File: src/dfc_defs.svh
// Constants for the decimation filter configuration block.
`ifndef DFC_DEFS_SVH
`define DFC_DEFS_SVH
`define DFC_ADDR_CTRL 8'h1B
`define DFC_ADDR_BAND 8'h1D
`define DFC_CTRL_RST 8'h00
`define DFC_BAND_RST 8'h00
`define DFC_CTRL_MASK 8'hBF
`define DFC_BAND_MASK 8'h03
`define DFC_ODD_BIT 3
`define DFC_DECEN_BIT 4
`define DFC_CSEL_BIT 5
`define DFC_OFFEN_BIT 7
`define DFC_RATIO_DEC2 3'h0
`define DFC_RATIO_DEC4 3'h1
`define DFC_RATIO_NONE 3'h2
`define DFC_RATIO_DEC8 3'h3
`define DFC_BAND_HP 2'h1
`define DFC_TAPS_EVEN 24
`define DFC_TAPS_ODD 23
`define DFC_FRAME_BITS 16
`define DFC_FIFO_DEPTH 8
`define DFC_SAMPLE_W 11
`define DFC_COEF_W 12
`define DFC_OUT_W 16
`define DFC_BI_LP2 12'h0AB
`define DFC_BI_LP4 12'h055
`endif

File: src/dfc_pkg.sv
// Types shared by the decimation filter configuration block.
package dfc_pkg;
  typedef enum logic [1:0] {st_idle, st_mac, st_out} dfc_state_t;
endpackage

File: src/dfc_ifs.sv
// Interfaces between the filter core, its serial port and its FIFO.
`timescale 1ns/1ns
`default_nettype none
interface dfc_cfg_if;
  logic wr;
  logic [7:0] addr;
  logic [7:0] data;
  modport src (output wr, output addr, output data);
  modport dst (input wr, input addr, input data);
endinterface

interface dfc_fifo_if #(parameter int W = 11);
  logic in_valid;
  logic in_ready;
  logic [W-1:0] in_data;
  logic out_valid;
  logic out_ready;
  logic [W-1:0] out_data;
  modport fifo (input in_valid, input in_data, input out_ready,
                output in_ready, output out_valid, output out_data);
  modport user (output in_valid, output in_data, output out_ready,
                input in_ready, input out_valid, input out_data);
endinterface
`default_nettype wire

File: src/dfc_fifo.sv
// Sample FIFO with a registered head word.
`timescale 1ns/1ns
`default_nettype none
`include "dfc_defs.svh"
module dfc_fifo
  import dfc_pkg::*;
#(
  parameter int W = `DFC_SAMPLE_W,
  parameter int DEPTH = `DFC_FIFO_DEPTH
) (
  // Clock and reset
  input wire logic ref_clk,
  input wire logic reset_n,
  input wire logic clk_en,
  // Queue ports
  dfc_fifo_if.fifo q
);
  localparam int AW = $clog2(DEPTH);

  typedef struct packed {
    logic [DEPTH-1:0][W-1:0] mem;
    logic [AW-1:0] wp;
    logic [AW-1:0] rp;
    logic [AW:0] count;
    logic [W-1:0] head;
    logic head_v;
  } dfc_fifo_t;

  dfc_fifo_t r;
  dfc_fifo_t next_r;
  logic push;
  logic load;

  function automatic logic [AW-1:0] wrap_inc(input logic [AW-1:0] p);
    return (p == AW'(DEPTH - 1)) ? '0 : p + AW'(1);
  endfunction

  assign q.in_ready = (r.count != (AW+1)'(DEPTH));
  assign q.out_valid = r.head_v;
  assign q.out_data = r.head;

  always_comb begin
    next_r = r;
    push = q.in_valid && q.in_ready;
    load = (r.count != '0) && (!r.head_v || q.out_ready);
    if (push) begin
      next_r.mem[r.wp] = q.in_data;
      next_r.wp = wrap_inc(r.wp);
    end
    if (load) begin
      next_r.head = r.mem[r.rp];
      next_r.rp = wrap_inc(r.rp);
      next_r.head_v = 1'b1;
    end else if (q.out_ready) begin
      next_r.head_v = 1'b0;
    end
    next_r.count = r.count + (AW+1)'(push) - (AW+1)'(load);
  end

  always_ff @(posedge ref_clk) begin
    if (!reset_n) begin
      r <= '0;
    end else if (clk_en) begin
      r <= next_r;
    end
  end
endmodule
`default_nettype wire

File: src/dfc_serial_cfg.sv
// Serial configuration port that turns 16-bit frames into writes.
`timescale 1ns/1ns
`default_nettype none
`include "dfc_defs.svh"
module dfc_serial_cfg
  import dfc_pkg::*;
(
  // Clock and reset
  input wire logic ref_clk,
  input wire logic reset_n,
  input wire logic clk_en,
  // Serial pins
  input wire logic sclk,
  input wire logic sdata,
  input wire logic sen_n,
  // Register writes
  dfc_cfg_if.src cfg
);
  typedef struct packed {
    logic [2:0] sync1;
    logic [2:0] sync2;
    logic sclk_prev;
    logic [15:0] shift;
    logic [4:0] count;
    logic wr;
    logic [7:0] addr;
    logic [7:0] data;
  } dfc_ser_t;

  dfc_ser_t r;
  dfc_ser_t next_r;
  logic [15:0] word;

  assign cfg.wr = r.wr;
  assign cfg.addr = r.addr;
  assign cfg.data = r.data;

  // Bits beyond the sixteenth of a frame are ignored.
  always_comb begin
    next_r = r;
    word = {r.shift[14:0], r.sync2[1]};
    next_r.sync1 = {sclk, sdata, sen_n};
    next_r.sync2 = r.sync1;
    next_r.sclk_prev = r.sync2[2];
    next_r.wr = 1'b0;
    if (r.sync2[0]) begin
      next_r.count = '0;
    end else if (r.sync2[2] && !r.sclk_prev &&
                 r.count < 5'(`DFC_FRAME_BITS)) begin
      next_r.shift = word;
      next_r.count = r.count + 5'h1;
      if (r.count == 5'(`DFC_FRAME_BITS - 1)) begin
        next_r.wr = 1'b1;
        next_r.addr = word[15:8];
        next_r.data = word[7:0];
      end
    end
  end

  always_ff @(posedge ref_clk) begin
    if (!reset_n) begin
      r <= '0;
    end else if (clk_en) begin
      r <= next_r;
    end
  end
endmodule
`default_nettype wire

File: src/dfc_filter_config.sv
// Decimation filter core with its configuration registers.
`timescale 1ns/1ns
`default_nettype none
`include "dfc_defs.svh"
module dfc_filter_config
  import dfc_pkg::*;
#(
  parameter int SW = `DFC_SAMPLE_W,
  parameter int CW = `DFC_COEF_W,
  parameter int OW = `DFC_OUT_W,
  parameter int TAPS = `DFC_TAPS_EVEN,
  parameter int DEPTH = `DFC_FIFO_DEPTH
) (
  // Clock and reset
  input wire logic ref_clk,
  input wire logic reset_n,
  input wire logic clk_en,
  // Serial configuration pins
  input wire logic sclk,
  input wire logic sdata,
  input wire logic sen_n,
  // Controls from the rest of the processing chain
  input wire logic low_latency,
  input wire logic [TAPS-1:0][CW-1:0] user_coef,
  // Sample input
  input wire logic smp_valid,
  input wire logic [SW-1:0] smp_data,
  output logic smp_ready,
  // Filtered output
  output logic out_valid,
  output logic [OW-1:0] out_data,
  // Status
  output logic offset_corr_en,
  output logic coef_user_active,
  output logic [3:0] decim_factor
);
  localparam int AW = SW + CW + 5;
  localparam int PW = SW + CW;

  // ***************************************************************
  // State
  // ***************************************************************
  typedef struct packed {
    dfc_state_t st;
    logic [7:0] ctrl;
    logic [7:0] band;
    logic [TAPS-1:0][SW-1:0] hist;
    logic [4:0] tap;
    logic [3:0] dec_cnt;
    logic signed [AW-1:0] acc;
    logic [OW-1:0] out_data;
    logic out_valid;
  } dfc_core_t;

  dfc_core_t r;
  dfc_core_t next_r;

  dfc_cfg_if cfg ();
  dfc_fifo_if #(.W(SW)) q ();

  logic pop;
  logic [CW-1:0] cur_coef;
  logic signed [PW-1:0] prod;
  logic [3:0] factor;

  // ***************************************************************
  // Submodules
  // ***************************************************************
  dfc_serial_cfg u_serial (
    .ref_clk (ref_clk),
    .reset_n (reset_n),
    .clk_en (clk_en),
    .sclk (sclk),
    .sdata (sdata),
    .sen_n (sen_n),
    .cfg (cfg.src)
  );

  dfc_fifo #(.W(SW), .DEPTH(DEPTH)) u_fifo (
    .ref_clk (ref_clk),
    .reset_n (reset_n),
    .clk_en (clk_en),
    .q (q.fifo)
  );

  assign q.in_valid = smp_valid;
  assign q.in_data = smp_data;
  assign smp_ready = q.in_ready;
  // The engine takes a sample only when idle, so a long filter run
  // stalls the queue and pushes back onto the sample source.
  assign q.out_ready = (r.st == st_idle);
  assign pop = q.out_valid && q.out_ready;

  // ***************************************************************
  // Decoding
  // ***************************************************************
  function automatic logic [3:0] dec_factor(input logic [7:0] c);
    if (!c[`DFC_DECEN_BIT]) begin
      return 4'h1;
    end
    case (c[2:0])
      `DFC_RATIO_DEC2: return 4'h2;
      `DFC_RATIO_DEC4: return 4'h4;
      `DFC_RATIO_DEC8: return 4'h8;
      default: return 4'h1;
    endcase
  endfunction

  function automatic logic use_user(input logic [7:0] c);
    return c[`DFC_CSEL_BIT] ||
           c[2:0] == `DFC_RATIO_DEC8 ||
           dec_factor(c) == 4'h1;
  endfunction

  function automatic logic [4:0] tap_count(input logic [7:0] c);
    return c[`DFC_ODD_BIT] ? 5'(`DFC_TAPS_ODD) : 5'(`DFC_TAPS_EVEN);
  endfunction

  // Unused band codes fall back to the low-pass set.
  function automatic logic [CW-1:0] builtin(input logic [4:0] k,
                                           input logic [7:0] c,
                                           input logic [1:0] b);
    if (c[2:0] == `DFC_RATIO_DEC4) begin
      return CW'(`DFC_BI_LP4);
    end
    if (b == `DFC_BAND_HP && k[0]) begin
      return CW'(-`DFC_BI_LP2);
    end
    return CW'(`DFC_BI_LP2);
  endfunction

  always_comb begin
    cur_coef = '0;
    if (r.tap < 5'(TAPS)) begin
      cur_coef = use_user(r.ctrl) ? user_coef[r.tap]
                                  : builtin(r.tap, r.ctrl, r.band[1:0]);
    end
  end

  // The product has a process of its own so that no unsigned operand
  // beside it can turn the multiply unsigned.
  always_comb begin
    prod = '0;
    if (r.tap < 5'(TAPS)) begin
      prod = $signed(r.hist[r.tap]) * $signed(cur_coef);
    end
  end

  assign factor = dec_factor(r.ctrl);

  // ***************************************************************
  // Next state
  // ***************************************************************
  // A configuration write during a filter run takes effect at once;
  // software should change the set-up only while samples are idle.
  always_comb begin
    next_r = r;
    next_r.out_valid = 1'b0;
    if (cfg.wr && cfg.addr == `DFC_ADDR_CTRL) begin
      next_r.ctrl = cfg.data & `DFC_CTRL_MASK;
    end
    if (cfg.wr && cfg.addr == `DFC_ADDR_BAND) begin
      next_r.band = cfg.data & `DFC_BAND_MASK;
    end
    unique case (r.st)
      st_idle: begin
        if (pop) begin
          next_r.hist = {r.hist[TAPS-2:0], q.out_data};
          if (low_latency) begin
            next_r.out_data = OW'($signed(q.out_data));
            next_r.out_valid = 1'b1;
            next_r.dec_cnt = '0;
          end else if (r.dec_cnt + 4'h1 >= factor) begin
            next_r.dec_cnt = '0;
            next_r.st = st_mac;
            next_r.tap = '0;
            next_r.acc = '0;
          end else begin
            next_r.dec_cnt = r.dec_cnt + 4'h1;
          end
        end
      end
      st_mac: begin
        next_r.acc = r.acc + AW'(prod);
        next_r.tap = r.tap + 5'h1;
        if (r.tap + 5'h1 >= tap_count(r.ctrl)) begin
          next_r.st = st_out;
        end
      end
      st_out: begin
        next_r.out_data = r.acc[AW-1 -: OW];
        next_r.out_valid = 1'b1;
        next_r.st = st_idle;
      end
      default: next_r.st = st_idle;
    endcase
  end

  always_ff @(posedge ref_clk) begin
    if (!reset_n) begin
      r <= '0;
      r.ctrl <= `DFC_CTRL_RST;
      r.band <= `DFC_BAND_RST;
    end else if (clk_en) begin
      r <= next_r;
    end
  end

  // ***************************************************************
  // Outputs
  // ***************************************************************
  assign out_valid = r.out_valid;
  assign out_data = r.out_data;
  assign offset_corr_en = r.ctrl[`DFC_OFFEN_BIT];
  assign coef_user_active = use_user(r.ctrl);
  assign decim_factor = factor;
endmodule
`default_nettype wire

File: config.mk
export PLATFORM = sky130hd
export DESIGN_NAME = dfc_filter_config
export DESIGN_NICKNAME = d
export VERILOG_FILES = /design/src/dfc_pkg.sv /design/src/dfc_ifs.sv /design/src/dfc_fifo.sv /design/src/dfc_serial_cfg.sv /design/src/dfc_filter_config.sv
export VERILOG_INCLUDE_DIRS = /design/src
export SDC_FILE = /design/constraint.sdc
export NUM_CORES = 2
export LEC_CHECK = 0
export BUFFER_PORTS_ARGS = -buffer_cell sky130_fd_sc_hd__clkbuf_2
export CORE_ASPECT_RATIO = 0.5
export CORE_MARGIN = 2
export CORE_UTILIZATION = 50
export CTS_BUF_LIST = sky130_fd_sc_hd__clkbuf_4 sky130_fd_sc_hd__clkbuf_8 sky130_fd_sc_hd__clkbuf_16
export CTS_CLUSTER_SIZE = 20
export DETAILED_ROUTE_END_ITERATION = 8
export PLACE_DENSITY = 0.74
export SYNTH_ARGS = -nofsm -noshare
export SYNTH_HDL_FRONTEND = slang
export SYNTH_HIERARCHICAL = 1
export SYNTH_SLANG_ARGS = --single-unit
File: constraint.sdc
create_clock -name ref_clk -period 9.35 [get_ports ref_clk]
set_input_delay 0.4675 -clock ref_clk [delete_from_list [all_inputs] [get_ports ref_clk]]
set_output_delay 0.4675 -clock ref_clk [all_outputs]
set_load 0.05 [all_outputs]
**Yosys cells after proc, flatten, opt, wreduce, memory -nomap -nowiden**

Index checks and enable logic that the tools add are counted.

- Memories kept: 0
- Word-level logic and storage cells: 176
- Output and inout bits: 24
- RAM bits: 0
- Bits in latches: 0
- Input bits: 307
- Register bits after elaboration: 483
- Bits in read-only memories: 0

- Reductions and logical operators: 34
- Magnitude comparators: 8
- Mux-type cells: 53
- Multiply operators: 1
- Div/mod/pow operators: 0
- Equality and inequality tests: 18
- Add/subtract/negate cells: 8
- Shifts and indexed selects: 0
- Bitwise gates (word level): 1

Operator list:

| kind | count |
|---|---|
| bitwise mux 88 bit | 1 |
| 2-to-1 mux 12 bit | 7 |
| binary-select mux 12 bit (select 5 bit) | 1 |
| 2-to-1 mux 28 bit | 2 |
| one-hot mux 28 bit (2 select lines) | 1 |
| binary-select mux 11 bit (select 5 bit) | 1 |
| 2-to-1 mux 54 bit | 1 |
| 2-to-1 mux 17 bit | 3 |
| one-hot mux 17 bit (2 select lines) | 1 |
| binary-select mux 11 bit (select 3 bit) | 1 |
| demux 11 bit (select 3 bit) | 1 |
| 2-to-1 mux 11 bit | 3 |
| adder 28 x 23 -> 28 bit | 1 |
| 2-to-1 mux 4 bit | 7 |
| multiplier 11 x 12 -> 23 bit | 1 |
| 2-to-1 mux 23 bit | 1 |
| 2-to-1 mux 22 bit | 1 |
| == test 8 x 5 -> 1 bit (second input constant) | 2 |
| 2-to-1 mux 5 bit | 3 |
| one-hot mux 4 bit (3 select lines) | 1 |
| AND reduction 2 bit | 6 |
| adder 5 x 1 -> 5 bit (second input constant) | 2 |
| less-than comparator 5 bit (second input constant) | 2 |
| one-hot mux 5 bit (2 select lines) | 1 |
| 34 further kinds | 72 |

**Longest topological paths before layout**

- Depth after elaboration: 13
- Mapped depth: 41
- Depth with buffers taken out: 38

**Cells and area by module**

The synthesis kept the hierarchy.

Modules (own cells, without submodules):

| module | times used | cells an instance | sequential area each (sq um) | area each (sq um) |
|---|---|---|---|---|
| dfc_filter_config | 1 | 2539 | 6586.3 | 23775.3 |
| dfc_fifo | 1 | 474 | 2202.1 | 5048.6 |
| dfc_serial_cfg | 1 | 211 | 880.8 | 1911.8 |

**Least setup slack after synthesis**

OpenSTA, ideal clock, no wires.

- Path type: register to register
- Start: reg r[49] (netlist name)
- End: reg r[44] (netlist name)
- Arrival time: 7.925 ns
- Path buffers: 5
- Library setup time: 0.128 ns
- Clock period less this slack: 8.053 ns
- Required time: 9.222 ns
- Stages on the path, launching flop included: 37
- Path slack: 1.297 ns
- Cell sequence: dfxtp_1 -> buf_6 -> buf_6 -> buf_8 -> buf_6 -> mux4_2 -> mux4_2 -> a21oi_2 -> buf_6 -> nor3_2 -> fa_1 -> fa_1 -> fa_1 -> fa_1 -> inv_1 -> fa_1 -> inv_1 -> ha_1 -> a21o_1 -> a21oi_1 -> nand2b_1 -> o211ai_1 -> nand2b_1 -> a21oi_1 -> xor2_1 -> nor2_1 -> ha_1 -> and4_4 -> and3_1 -> a221o_1 -> a31oi_4 -> o31ai_2 -> a21boi_2 -> o21ai_1 -> xnor2_1 -> nand4_1 -> o211ai_1

==> Implementation_results.wiki <==
{| class="wikitable"
! Metric !! Value
|-
| Worst R2R Setup Slack || around 480 ps
|-
| Headroom to the max-slew limit || 0.222
|-
| Largest fanout of any net on the critical path || 7
|-
| Antenna violations before repair || 6
|-
| Netlist area before placement || roughly 31000 µm²
|-
| RSZ-0062 raised after global routing || no
|-
| Synth Net Count || 3751
|-
| Buffer depth of the longest clock path || 3
|-
| Destination of the worst hold path || u_serial/next_r[40]$_SDFFE_PN0P_
|-
| Layout filler cell count || 5241
|-
| Area of the core region || slightly above 60000 µm²
|-
| Post-Synthesis Mean Instance Area || 9.53 µm²
|-
| Total routing resource utilization after global routing || 0.242
|-
| Cell with the biggest individual delay on the critical path || sky130_fd_sc_hd__mux4_1
|-
| Area taken by flip-flops and latches || 9660 µm²
|-
| Post-layout minimum cycle time || about 9000 ps
|-
| CTS tree || built
|-
| Slew of the pin with the lowest slew margin || 1170 ps
|-
| Detailed Routing Iterations Pass 1 || 5
|-
| Area of the die || approximately 64000 µm²
|-
| RR Endpoint || r[44]$_SDFFE_PN0P_
|-
| Endpoints failing hold || 0
|-
| Worst setup startpoint || r[49]$_SDFFE_PN0P_
|-
| Worst min path class || in -> reg
|-
| Num rows || 64
|-
| DRC violations left || 0
|-
| Die span in y || 179 µm
|-
| Wire length reported by the detailed router || approximately 80000 µm
|-
| Vias in the first global route || between 20000 and 25000
|-
| Ys Warns || 6
|-
| Critical Path RT || around 9900 ps
|-
| Final weighted congestion of routability-driven global placement || between 0.9 and 1
|-
| Gr ovfl total || 0
|-
| Worst Clk Skew || between 20 and 30 ps
|-
| Post-layout net count || about 3900
|-
| CP Class || reg -> reg
|-
| Width of the die || approximately 350 µm
|-
| Area used by multi-input combinational logic || between 15000 and 20000 µm²
|-
| DP Wirelength || slightly below 60000 µm
|-
| Number of clock buffers inserted by TritonCTS || 45
|-
| Root buffer selected by CTS || sky130_fd_sc_hd__clkbuf_16
|-
| Clock latency on the worst-skew pair || roughly 590 ps
|-
| Result of the run || finished clean
|-
| Startpoint Class || flop
|-
| Number of H-tree levels || 2
|-
| First-pass GRT wire length || ~120000 µm
|-
| Power density over cell area || between 100 and 150 nW/µm²
|-
| Pin count of the biggest net entering global routing || around 250
|-
| Hold path cells || 3
|-
| Final count of negative-setup-slack endpoints || 0
|-
| Setup tns final || 0 ps
|-
| Number of top-level pins || approximately 330
|-
| Count of max-cap constraint violations || 0
|-
| 1st-iter DRT viols || roughly 2200
|-
| Clock Pin Slew Worst Setup and Hold Paths || approximately 70 ps
|-
| Vias after detailed routing || 24000
|-
| Maximum clock frequency || ~110 MHz
|-
| Average wire per standard cell || about 19 µm
|-
| CP max stage delay || 570 ps
|-
| Worst setup EP type || flop
|-
| Reported leakage power || approximately 13 nW
|-
| Source of the worst hold timing path || sdata
|-
| Routed vias/inst || 5.62
|-
| Max-slew violation total from the final report || 0
|-
| Effective utilization at floorplan || 0.504
|-
| Synthesis-to-finish area growth || 11.8%
|-
| Fin crit share || 0.948
|-
| Worst IR Drop VDD || ~0.13 mV
|-
| Number of sinks driven by the clock tree || between 400 and 500
|-
| Power consumption || slightly above 5 mW
|-
| Input/output buffers || 330
|-
| Crit-path most repeated cell || sky130_fd_sc_hd__fa_1
|-
| R2R cell count || 35
|-
| Count of antenna-violating nets left after detailed routing || 0
|-
| Reg-to-reg critical path startpoint || r[49]$_SDFFE_PN0P_
|-
| Arrival @ worst endpoint || between 9000 and 10000 ps
|-
| Share of final-layout standard cells stronger than drive strength 1 || 0.214
|-
| Synth Instances || around 3200
|}
through the flow:
stage          utilization  std cells  hold WS, ps  cell area [µm²]  worst slack (ps)
2_1_floorplan            -       3219          432            30700              1300
3_3_place_gp         0.535       4182          438            32600               554
4_1_cts              0.562       4263          114            34200               383
3_5_place_dp         0.535       4182          443            32600               409
6_report             0.563       4272          130            34300               482
5_1_grt              0.563       4269          146            34300              36.8
layer usage:
| metal | GRT usage | share of wire | vias to the layer above |
|---|---|---|---|
| met5 | 0 | 0.00030 | - |
| li1 | - | - | 11400 |
| met3 | 0.0541 | 0.079 | 109 |
| met2 | 0.379 | 0.46 | 662 |
| met4 | 0.0595 | 0.021 | 4 |
| met1 | 0.340 | 0.44 | 11900 |
cell type report:
type / instances / share of cell area
repair buffers: 414 / 0.0704
clock buffers: 62 / 0.0387
clock inverters: 19 / 0.00850
well taps: 825 / 0.0301
diodes: 4 / 0.000292
multi-input cells: 2296 / 0.552
inverters: 170 / 0.0186
flip-flops and latches: 482 / 0.282
worst max-delay path, delay by kind of cell (launching register included):
family                     cells  cell delay (ps)
AOI/OAI and AO/OA             12             2490
xor gates and xnor gates       2              400
buffers and inverters          4              420
DFF                            1              440
adders and majority gates      7             3010
and+or+nand+nor                8             1080
muxes                          2              990
flip-flops by register name, summed over array words and instances (netlist names):
signal              cells
offset_corr_en          1
u_serial/next_r         4
u_serial/cfg.addr       8
u_fifo/r               98
u_fifo/q.out_valid      1
out_data               16
r                     311
u_serial/cfg.wr         1
out_valid               1
u_serial/cfg.data       7
u_fifo/q.out_data      11
u_serial/r             23
placed cells by master, fill, tap and decap left out, types with 46 or more instances in the layout:
master	n
sky130_fd_sc_hd__ha_1	96
sky130_fd_sc_hd__nor2_1	87
sky130_fd_sc_hd__a21boi_0	266
sky130_fd_sc_hd__inv_1	169
sky130_fd_sc_hd__clkbuf_2	329
sky130_fd_sc_hd__fa_1	129
sky130_fd_sc_hd__buf_4	71
sky130_fd_sc_hd__nand2_1	759
sky130_fd_sc_hd__a21oi_1	73
sky130_fd_sc_hd__dfxtp_1	479
sky130_fd_sc_hd__nor2b_1	58
sky130_fd_sc_hd__mux2i_1	180
sky130_fd_sc_hd__mux4_2	164
sky130_fd_sc_hd__clkbuf_16	46
how the worst max path moves through the flow:
stage                              end  slack (ps)  cells after the start
floorplan           r[44]$_SDFFE_PN0P_        1300                     36
global placement    r[44]$_SDFFE_PN0P_         550                     33
detailed placement  r[44]$_SDFFE_PN0P_         410                     33
CTS                 r[44]$_SDFFE_PN0P_         380                     33
global route        r[44]$_SDFFE_PN0P_          40                     37
finish              r[44]$_SDFFE_PN0P_         480                     35
what timing repair did:
item	4_1_cts	5_1_grt
gates resized for setup	0	8
endpoints found under the hold margin	0	0
setup endpoints to repair	0	1
buffers inserted	0	5
hold buffers	0	0
power by group:
group          switching [mW]  total [mW]  internal [mW]
registers              0.0482        2.15           2.10
clock network           0.843        1.99           1.15
logic                   0.611        1.01          0.398
No activity file was read; power rests on OpenSTA's default activity.
